==> config.mk <==
export PLATFORM = sky130hd
export DESIGN_NAME = line_polarity_frequency_monitor
export DESIGN_NICKNAME = d
export VERILOG_FILES = /design/src/verilog/lpfm_pkg.sv /design/src/verilog/line_polarity_frequency_monitor.sv
export VERILOG_INCLUDE_DIRS = /design/src /design/src/verilog
export SDC_FILE = /design/constraint.sdc
export NUM_CORES = 1
export LEC_CHECK = 0
export BUFFER_PORTS_ARGS = -buffer_cell sky130_fd_sc_hd__buf_4
export CORE_MARGIN = 3
export CORE_UTILIZATION = 40
export DETAILED_ROUTE_END_ITERATION = 6
export GPL_TIMING_DRIVEN = 0
export SETUP_SLACK_MARGIN = 0.3
export SLEW_MARGIN = 20
export SYNTH_ARGS = -nofsm -noshare
export SYNTH_HDL_FRONTEND = slang
export SYNTH_SLANG_ARGS = --single-unit
export TNS_END_PERCENT = 1
==> constraint.sdc <==
create_clock -name clock -period 3.11 [get_ports clock]
set_input_delay 0.311 -clock clock [delete_from_list [all_inputs] [get_ports clock]]
set_output_delay 0.311 -clock clock [all_outputs]
set_load 0.02 [all_outputs]
==> src/verilog/lpfm_defs.svh <==
`ifndef LPFM_DEFS_SVH
`define LPFM_DEFS_SVH

// =====================================================
// clock
`define CLK_HZ 20000000
`define CLK_MHZ 20

// =====================================================
// polarity glitch filter
`define POL_FILT_SHORT_US 50
`define POL_FILT_LONG_US 200
`define POL_FILT_SHORT_CYC (`POL_FILT_SHORT_US * `CLK_MHZ)
`define POL_FILT_LONG_CYC (`POL_FILT_LONG_US * `CLK_MHZ)

// =====================================================
// frequency window, half-line interval limits
`define UPPER_FREQ_LIMIT_HZ 72
`define LOWER_FREQ_LIMIT_HZ 42
`define IVL_MIN_CYC ((`CLK_HZ + 2 * `UPPER_FREQ_LIMIT_HZ - 1) / (2 * `UPPER_FREQ_LIMIT_HZ))
`define IVL_MAX_CYC (`CLK_HZ / (2 * `LOWER_FREQ_LIMIT_HZ))
`define FREQ_FAULT_DELAY_MS 100
`define FREQ_FAULT_DELAY_CYC ((`CLK_HZ / 1000) * `FREQ_FAULT_DELAY_MS)
`define VALID_EDGES_NEEDED 3'h4

// =====================================================
// register map
`define REG_CTRL 4'h0
`define REG_STATUS 4'h1
`define CTRL_MON_EN_BIT 0
`define CTRL_RESET 8'h01

`endif

==> src/verilog/lpfm_pkg.sv <==
package lpfm_pkg;

  typedef enum logic [1:0] {
    ST_RUN = 2'b00,
    ST_DELAY = 2'b01,
    ST_FAULT = 2'b10
  } freq_state_t;

  typedef struct packed {
    logic var_s1;
    logic var_s2;
    logic raw;
    logic pol;
    logic [11:0] filt_cnt;
    logic have_ref;
    logic [17:0] ivl_cnt;
    logic [20:0] dly_cnt;
    logic [2:0] valid_edge_count;
    freq_state_t fsm;
    logic good;
    logic running;
    logic sr_low;
    logic sr_high;
    logic fast_en;
    logic mon_en;
    logic [7:0] rdata;
  } mon_state_t;

endpackage

==> src/verilog/line_polarity_frequency_monitor.sv <==
// Summary of operation
// - polarity is the direct comparison of the two line-sense inputs
// - polarity glitch filter time is 50 or 200 us per variant strap
// - filtered output follows raw only after raw held longer than filter time
// - raw returning early keeps output and restarts the filter timer
// - optional supervision checks polarity toggles fit 42 to 72 Hz mains
// - time every interval between successive filtered polarity edges
// - out-of-range interval drops slow-leg drives and starts 100 ms timer
// - in-range interval before expiry clears timer, re-enables slow legs
// - timer expiry drops fast-leg drives and enters frequency fault
// - slow-leg drives stay off throughout the frequency fault
// - filter and interval timing keep running during the fault
// - four consecutive in-range edges end the fault, restart as fresh
// - in-range means line frequency between 42 Hz and 72 Hz
// - startup waits for rising polarity and four in-range intervals
// - frequency-good flag sets on the fourth consecutive in-range toggle
// - rising polarity marks positive half cycle, low slow leg conducts
// - startup also needs brown-out cleared and supply above turn-on
// - brown-out timer expiry resets detection and all latched state except control register and strap sampling
`include "lpfm_defs.svh"

module line_polarity_frequency_monitor #(
  parameter int IVL_MIN_CYC = `IVL_MIN_CYC,
  parameter int IVL_MAX_CYC = `IVL_MAX_CYC,
  parameter int DELAY_CYC = `FREQ_FAULT_DELAY_CYC
) (
  // clock and reset
  input wire logic clock,
  input wire logic srst,
  // sampled line-sense levels, same clock
  input wire logic [9:0] line_sense_inductor_node,
  input wire logic [9:0] line_sense_bridge_node,
  // variant strap pin, high selects the long filter
  input wire logic filter_variant_long,
  // supervision inputs from on-chip logic
  input wire logic brownout_flag,
  input wire logic vcc_above_on,
  input wire logic brownout_timer_expired,
  // register port
  input wire logic [3:0] reg_addr,
  input wire logic [7:0] reg_wdata,
  input wire logic reg_wr,
  input wire logic reg_rd,
  output logic [7:0] reg_rdata,
  // status and drive gating
  output logic filtered_polarity,
  output logic line_freq_good,
  output logic line_freq_fault,
  output logic drive_running,
  output logic slow_leg_low_drive,
  output logic slow_leg_high_drive,
  output logic fast_leg_drive_en
);
  import lpfm_pkg::*;

  localparam mon_state_t ST_RESET = '{
    fsm: ST_RUN,
    mon_en: 1'b1,
    default: '0
  };

  mon_state_t st_r;
  mon_state_t st_nxt;
  logic [11:0] flim;
  logic pol_edge;
  logic win_ok;
  logic timeout;
  logic ev_valid;
  logic ev_bad;
  logic dly_done;

  function automatic logic in_window(input logic [17:0] cnt);
    in_window = (cnt >= 18'(IVL_MIN_CYC)) && (cnt <= 18'(IVL_MAX_CYC));
  endfunction

  // =====================================================
  // next state
  always_comb begin
    st_nxt = st_r;
    st_nxt.rdata = 8'h00;
    st_nxt.var_s1 = filter_variant_long;
    st_nxt.var_s2 = st_r.var_s1;
    // direct comparison of the two sense levels
    st_nxt.raw = line_sense_inductor_node > line_sense_bridge_node;

    // glitch filter
    flim = st_r.var_s2 ? 12'(`POL_FILT_LONG_CYC) : 12'(`POL_FILT_SHORT_CYC);
    pol_edge = 1'b0;
    if (st_r.raw == st_r.pol) begin
      st_nxt.filt_cnt = 12'h000;
    end else if (st_r.filt_cnt == flim) begin
      st_nxt.pol = st_r.raw;
      st_nxt.filt_cnt = 12'h000;
      pol_edge = 1'b1;
    end else begin
      st_nxt.filt_cnt = st_r.filt_cnt + 12'h001;
    end

    // interval measurement, counter holds cycles since last edge
    win_ok = in_window(st_r.ivl_cnt);
    timeout = !pol_edge && st_r.have_ref && (st_r.ivl_cnt == 18'(IVL_MAX_CYC));
    if (pol_edge) begin
      st_nxt.ivl_cnt = 18'h00001;
      st_nxt.have_ref = 1'b1;
    end else if (st_r.ivl_cnt <= 18'(IVL_MAX_CYC)) begin
      st_nxt.ivl_cnt = st_r.ivl_cnt + 18'h00001;
    end
    ev_valid = pol_edge && st_r.have_ref && (win_ok || !st_r.mon_en);
    ev_bad = st_r.mon_en && ((pol_edge && st_r.have_ref && !win_ok) || timeout);

    // consecutive valid-edge count
    if (ev_bad) begin
      st_nxt.valid_edge_count = 3'h0;
    end else if (ev_valid && st_r.valid_edge_count != `VALID_EDGES_NEEDED) begin
      st_nxt.valid_edge_count = st_r.valid_edge_count + 3'h1;
    end
    st_nxt.good = st_nxt.valid_edge_count == `VALID_EDGES_NEEDED;

    // frequency fault sequence
    dly_done = st_r.dly_cnt == 21'(DELAY_CYC - 1);
    unique case (st_r.fsm)
      ST_RUN: begin
        if (ev_bad) begin
          st_nxt.fsm = ST_DELAY;
          st_nxt.dly_cnt = 21'h000000;
        end
      end
      ST_DELAY: begin
        if (ev_valid) begin
          st_nxt.fsm = ST_RUN;
          st_nxt.dly_cnt = 21'h000000;
        end else if (dly_done) begin
          st_nxt.fsm = ST_FAULT;
          st_nxt.running = 1'b0;
        end else begin
          st_nxt.dly_cnt = st_r.dly_cnt + 21'h000001;
        end
      end
      ST_FAULT: begin
        // filter and timing above keep running here
        if (ev_valid && st_nxt.good) begin
          st_nxt.fsm = ST_RUN;
          st_nxt.dly_cnt = 21'h000000;
        end
      end
      default: begin
        st_nxt.fsm = ST_FAULT;
      end
    endcase
    if (!st_r.mon_en) begin
      st_nxt.fsm = ST_RUN;
    end

    // startup on a rising filtered edge
    if (!st_r.running && pol_edge && st_nxt.pol && st_nxt.good
        && st_nxt.fsm == ST_RUN) begin
      st_nxt.running = !brownout_flag && vcc_above_on;
    end

    // drive gating
    st_nxt.sr_low = st_nxt.running && st_nxt.fsm == ST_RUN && st_nxt.pol;
    st_nxt.sr_high = st_nxt.running && st_nxt.fsm == ST_RUN && !st_nxt.pol;
    st_nxt.fast_en = st_nxt.running && st_nxt.fsm != ST_FAULT;

    // register port
    if (reg_wr && reg_addr == `REG_CTRL) begin
      st_nxt.mon_en = reg_wdata[`CTRL_MON_EN_BIT];
    end
    if (reg_rd) begin
      unique case (reg_addr)
        `REG_CTRL: st_nxt.rdata = {7'h00, st_r.mon_en};
        `REG_STATUS: st_nxt.rdata = {st_r.valid_edge_count, st_r.running,
                                     st_r.fsm == ST_DELAY, st_r.fsm == ST_FAULT,
                                     st_r.good, st_r.pol};
        default: st_nxt.rdata = 8'h00;
      endcase
    end

    // brown-out timer expiry restarts everything but control and strap
    if (brownout_timer_expired) begin
      st_nxt = ST_RESET;
      st_nxt.mon_en = st_r.mon_en;
      st_nxt.var_s1 = filter_variant_long;
      st_nxt.var_s2 = st_r.var_s1;
    end
  end

  always_ff @(posedge clock) begin
    if (srst) begin
      st_r <= ST_RESET;
    end else begin
      st_r <= st_nxt;
    end
  end

  assign reg_rdata = st_r.rdata;
  assign filtered_polarity = st_r.pol;
  assign line_freq_good = st_r.good;
  assign line_freq_fault = st_r.fsm == ST_FAULT;
  assign drive_running = st_r.running;
  assign slow_leg_low_drive = st_r.sr_low;
  assign slow_leg_high_drive = st_r.sr_high;
  assign fast_leg_drive_en = st_r.fast_en;
endmodule

==> results of run 1 <==
critical path, delay by kind of cell, from the launching register on:
family / cells / cell delay, ps
compound gates: 4 / 850
fa+ha+maj: 1 / 200
buf+inv: 4 / 510
flops: 1 / 350
simple gates: 4 / 1010
where the power goes:
part           internal (mW)  switching, mW
Combinational         0.0490         0.0413
Clock                  0.414          0.361
Sequential             0.963        0.00245
Total                   1.43          0.404
placed cells by master (no fill, tap or decap), types with 13 or more instances in the layout:
master	instances
buf_4	71
nand4_1	14
xnor2_1	15
nor3_1	13
nand2_1	30
inv_1	30
nand3_1	30
ha_1	18
a21oi_1	26
nor2_1	62
xor2_1	15
dfxtp_1	70
or3_1	15
layer usage:
layer	wire, um	up-vias	track usage (%)
met5	0	-	0
met1	4460	1707	23.3
li1	-	1840	-
met2	4660	40	28.8
met4	102	0	5.37
met3	262	13	3.61
logic make-up (layout without fill, tap and decap cells):
kind of cell | Yosys count | count (layout) | synth area share [%]
mux | 8 | 8 | 2.07
xor+xnor | 30 | 30 | 6.60
fa+ha+maj | 18 | 18 | 5.65
compound gates | 75 | 75 | 12.5
buf+inv | 50 | 127 | 5.59
simple gates | 226 | 226 | 29.9
flops | 75 | 75 | 37.7
synth_stat cells (all sizes together) (2+ instances only):
master	number
a311oi	2
or2	5
a21oi	26
nor3b	3
o31ai	2
nand2	32
dfxtp	75
o211ai	3
and2	8
nand3b	3
o21ai	19
and4	2
clkbuf	7
a41oi	2
nand4	14
buf	13
nand2b	4
or4	4
nor4bb	3
ha	18
nor4	5
a211oi	3
nor3	15
mux2i	6
xor2	15
xnor2	15
inv	30
a31oi	4
nor2b	2
and3	12
nor2	63
a21o	5
nand3	30
mux2	2
a21boi	2
or3	16
metrics by stage:
stage,setup TNS (ps),instance area (um2),setup WS (ps)
after CTS,0,4910,133
final,0,4960,118
after global placement,-2860,4520,-184
after detailed placement,-3140,4520,-187
after floorplan,0,4010,191
after global routing,-48.2,4960,-17.7
final timing paths:
kind	end	slack [ps]	start
max	st_r[35]	120	st_r[40]
min	st_r[74]	140	srst
max reg2reg	st_r[35]	120	st_r[40]
min reg2reg	reg_rdata[1]	470	line_freq_good
flip-flops by register name, summed over array words and instances (netlist names):
register	count
drive_running	1
fast_leg_drive_en	1
filtered_polarity	1
line_freq_good	1
reg_rdata	8
slow_leg_high_drive	1
slow_leg_low_drive	1
st_r	61
cell type report:
type	instances	share of cell area (%)
clock buffers	12	3.13
well taps	129	3.25
multi-input cells	357	47.9
inverters	30	2.27
plain buffers	20	2.90
repair buffers	61	9.23
flip-flops and latches	75	30.4
clock inverters	4	0.983
repair_timing:
action | in CTS | in global routing
endpoints found under the hold margin | 0 | 0
endpoints found under the setup margin | 26 | 29
buffers inserted | 14 | 0
pin swaps | 11 | 2
cloned | 0 | 0
resized for setup | 17 | 14
==> impl_metrics.yaml, run 1 <==
global_routing:
  grt_max_degree: 13
  grt_pass1_vias: 3539
  grt_overflow: 0
  antenna_found_initial: 0
  grt_use_total_pct: 17.6
  grt_pass1_wl_um: 16300
floorplan:
  die_area_mm2: 0.0112
  core_mm2: 0.00946
  dieHeight_um: 106
  ioPinCount: 55
  num_rows: 35
  die_x_um: 106
  start_util_pct: 42.1
detailed_routing:
  via_per_inst: 5.23
  routed-via-count: 3600
  postRouteAntennaNets: 0
  post-route-drc-count: 0
  wire_per_inst_um: 13.8
  detailedRoute.firstPassIterationCount: 4
  wl_um: 9480
  drt-initial-drc-count: 185
job:
  maxCapViolCount: 0
timing:
  slew_headroom_pct: 40.4
  slew_violations: 0
  finalSetupViolations: 0
  fin_hold_ws_ps: 144
  clock_skew_ps: 15.3
  worstMarginPinSlew_ps: 886
  fmaxAchievable_mhz: 334
  hold_viol_final: 0
  finalCriticalPeriod_ps: 2990
  rsz0062_at_grt: "yes"
  period_share_pct: 96.2
final_layout:
  seqCellArea_mm2: 0.00151
  final_layout_size_suffix_gt1_share_pct: 22.9
  areaGrowthSynthToFinish_pct: 24.6
  final_cells: 688
  nNetsFinal: 612
  fin_util_pct: 52.5
  multi_input_area_mm2: 0.00237
  diodes: 0
  fillers: 930
worst_setup_path:
  criticalPathCategory: "reg2reg"
  crit_fanout: 10
  crit_path_frequent_cell: "a21oi_1"
  slowest_stage: "or3_4"
  slowest_delay_ps: 380
  start_kind: "register"
  critPathArrivalTime_ps: 3260
  end_kind: "register"
  path_cells: "inv_1 -> ha_1 -> or3b_2 -> a21oi_1 -> o31a_1 -> buf_4 -> o311ai_4 -> nand2_2 -> or3_4 -> buf_6 -> buf_8 -> or3_1 -> a21oi_1"
  rr_worst_depth: 13
  critical_path_required_ps: 3380
synth:
  syn_area_per_cell_um2: 8.27
  async_flop_share_pct: 0
  ys_seq_area_share_pct: 37.7
  syn-cell-area_mm2: 0.00398
  yosys.area.top_type: "dfxtp_1"
  yosys-top-cells-area: "dfxtp_1 (38%), nor2_1 (5.9%), ha_1 (5.7%), nand3_1 (3.8%), xnor2_1 (3.3%)"
  syn_nets: 540
  synth_edf_count: 0
  postSynthCellCount: 482
  yosys_warnings: 0
  ys_types: 54
  synthFlopType: "dfxtp_1"
  ys_seq_elements: 75
  synth_top_area_share_pct: 37.7
power:
  p_per_area_mw_per_mm2: 369
  vdd_drop_max_v: 0.000169
  leakage_nw: 1.88
  power_mw: 1.83
clock_network:
  ctsHoldBuffers: 0
  clock-sinks: 75
  clk_pin_slew_ps: 90
  htreeDepth: 3
  cts_tree: "yes"
  cts.path.max_buffers: 2
  cts_buffers: 9
  clock_latency_ps: 350
  cts-root-buf: "clkbuf_8"
placed_design:
  io_buffers: 47
  dp.cells: 658
  hpwlAfterDp_um: 7060
  place_congestion: 0.813
outcome:
  outcome: "completed"
min_path:
  worstHoldPathCells: 2
  hp-class: "in2reg"
No activity file was read; power rests on OpenSTA's default activity.
==> run 2, diff against run 1 <==
Settings changed: ABC_AREA set to 1.
Clock period 3.11 ns to 3.8 ns, I/O delays scaled along.
==> run 2 against run 1 <==
Compared with the run above:
- clock skew fell by 7.3 ps
- synthesized cell count grew 28%
- flip-flop and latch count did not move
- design area increased by 0.76%
- sequential share of layout area shrank 0.35 points
- non-clock buffer count shrank 19
- routed wire length increased by 2.1%
- register-to-register slack gained 1100 ps
- core utilization down 4.5 points
- clock power decreased by 30%
- die area is 7.7% higher
- critical path type is now in2reg
- largest power group unchanged
==> impl_metrics.yaml, run 2 <==
synth:
  syn-cell-area_mm2: 0.00431
  yosys-top-cells-area: "dfxtp_1 (35%), nand2_1 (11%), inv_1 (8.5%), nor2_1 (5.8%), ha_1 (5.2%)"
  postSynthCellCount: 617
  ys_seq_area_share_pct: 34.9
  synth_compound_area_share_pct: 10.0
  async_flop_share_pct: 0
  yosysMostFrequentCell: "nand2_1"
  synth_edf_count: 0
  yosys-top-cells-count: "nand2_1 (122), inv_1 (98), dfxtp_1 (75)"
  ys_types: 45
  synth_top_area_share_pct: 34.9
  yosys.area_share.simple_pct: 35.3
  synth_mux_area_share_pct: 0
  yosys.area.top_type: "dfxtp_1"
  synthXorXnorAreaFrac_pct: 3.25
  synthFlopType: "dfxtp_1"
  ys_seq_elements: 75
  syn_nets: 675
  synth_top_family_by_area: "simple AND/OR/NAND/NOR gates"
  yosys_warnings: 0
  syn_area_per_cell_um2: 6.98
  synthAdderAreaFrac_pct: 5.23
final_layout:
  diodes: 0
  regMostFlops: "st_r"
  fillers: 1099
  final_cell_mix: "nand2_1 (122), inv_1 (98), dfxtp_1 (75), nor2_1 (67), buf_4 (56)"
  areaGrowthSynthToFinish_pct: 16.1
  final_layout_size_suffix_gt1_share_pct: 16.6
  largest_reg_flops: 61
  fin_util_pct: 48.0
  nNetsFinal: 733
  mostFrequentLayoutCell: "nand2_1"
  final_cells: 816
worst_setup_path:
  r2r-end: "slow_leg_high_drive"
  path_cells: "buf_4 -> nor2_1 -> inv_1 -> nor2_1 -> inv_1 -> a2111oi_1"
  regToRegStartpoint: "st_r[41]"
  critPathArrivalTime_ps: 2950
  criticalPathCategory: "in2reg"
  critical_path_required_ps: 4020
  slowest_stage: "nor2_1"
  r2r_slack_ps: 1170
  slowest_delay_ps: 660
  crit_fanout: 10
  end_kind: "register"
  rr_worst_depth: 20
  start_kind: "primary input"
clock_network:
  clock_latency_ps: 360
  post_cts_resize_count: 0
  cts.path.max_buffers: 2
  cts_buffers: 9
  ctsHoldBuffers: 0
  htreeDepth: 3
  clk_pin_slew_ps: 80
  clock-sinks: 75
  cts_tree: "yes"
  post_cts_buffers: 0
  cts-root-buf: "clkbuf_8"
power:
  power_mw: 1.41
  p_int_mw: 1.06
  p_sw_share_pct: 25.1
  pwr-share-seq_pct: 55.9
  p_per_area_mw_per_mm2: 283
  leakage_nw: 2.03
  pwr-share-clk_pct: 38.5
  switching_power_mw: 0.354
  vdd_drop_max_v: 0.000120
  p_comb_share_pct: 5.6
global_routing:
  antenna_found_initial: 0
  grt_pass1_wl_um: 16300
  grt_use_total_pct: 16.9
  grt_pass1_vias: 3783
  grt_overflow: 0
  grt_max_degree: 14
floorplan:
  dieHeight_um: 110
  core_mm2: 0.0104
  num_rows: 37
  die_area_mm2: 0.0121
  start_util_pct: 41.4
  die_x_um: 110
  ioPinCount: 55
min_path:
  hp-class: "in2reg"
  min_to: "st_r[74]"
  worstHoldPathCells: 2
  hp-start: "srst"
job:
  maxCapViolCount: 0
timing:
  slew_violations: 0
  setup_tns_ps: 0
  worstMarginPinSlew_ps: 856
  finalSetupViolations: 0
  rsz0062_at_grt: "no"
  hold_viol_final: 0
  fmaxAchievable_mhz: 365
  clock_skew_ps: 8.02
  finalCriticalPeriod_ps: 2740
  slew_headroom_pct: 42.7
  period_share_pct: 72.1
detailed_routing:
  detailedRoute.firstPassIterationCount: 4
  routed-via-count: 3959
  via_per_inst: 4.85
  drt-initial-drc-count: 233
  wl_um: 9670
  post-route-drc-count: 0
  wire_per_inst_um: 11.9
  postRouteAntennaNets: 0
placed_design:
  dp.cells: 800
  place_congestion: 0.904
  hpwlAfterDp_um: 7540
  io_buffers: 47
outcome:
  outcome: "completed"
## run 2: cell types whose count changed after synthesis, moves of 7 or more
cell and delta:
nand2_1 +90, inv_1 +68, nor3_1 +20, or3_1 -16, xnor2_1 -14, a21oi_1 +12
and3_1 -11, and2_1 -7
## run 2: layout make-up
cell class	count	area, um2	share of cell area (%)
multi-input combinational	426	2320	46.4
clock inverter	7	45.0	0.901
tap	136	170	3.40
sequential	75	1500	30.0
inverter	101	379	7.58
clock buffer	9	124	2.48
timing repair buffer	47	353	7.06
buffer	15	108	2.15
## run 2: metrics by stage
step / setup WS, ps / instance area (um2) / hold slack, ps
5_1_grt: 736 / 5000 / 216
3_5_place_dp: 644 / 4830 / 430
3_3_place_gp: 778 / 4830 / 429
6_report: 1060 / 5000 / 205
4_1_cts: 1040 / 5000 / 187
2_1_floorplan: 1590 / 4310 / 388
## run 2: cell families after synthesis
| logic type | count (synthesis) |
|---|---|
| AO/OA/AOI/OAI | 75 |
| adder cells (fa/ha/maj) | 18 |
| buffers and inverters | 116 |
| flip-flops | 75 |
| AND/OR/NAND/NOR | 317 |
| XOR/XNOR | 16 |
## run 2: layer usage
| metal | wire (um) | track usage (%) |
|---|---|---|
| met3 | 402 | 2.11 |
| met2 | 4320 | 28.1 |
| met1 | 4820 | 22.1 |
| met4 | 126 | 6.59 |
| met5 | 0 | 0 |
## run 2: worst max path at each step
stage	start	endpoint	slack, ps	cells past startpoint
after CTS	brownout_timer_expired	st_r[54]	1040	6
after global routing	brownout_timer_expired	st_r[54]	740	6
final	brownout_timer_expired	st_r[54]	1060	6
after detailed placement	brownout_timer_expired	st_r[54]	640	6
after floorplan	filtered_polarity	st_r[35]	1590	14
after global placement	brownout_timer_expired	st_r[54]	780	6
## run 2: worst max-delay path: cells and delay by family
kind	cells	cell delay, ps
compound gates	1	500
simple gates	2	1290
buf+inv	3	780
## run 2: power groups by stage
| stage | clock (mW) | sequential [mW] | combinational [mW] |
|---|---|---|---|
| after floorplan | 0 | 0.808 | 0.0404 |
| after global placement | 0 | 0.809 | 0.0774 |
| after detailed placement | 0 | 0.809 | 0.0793 |
| after CTS | 0.567 | 0.790 | 0.0799 |
| after global routing | 0.591 | 0.791 | 0.0921 |
| final | 0.545 | 0.790 | 0.0785 |
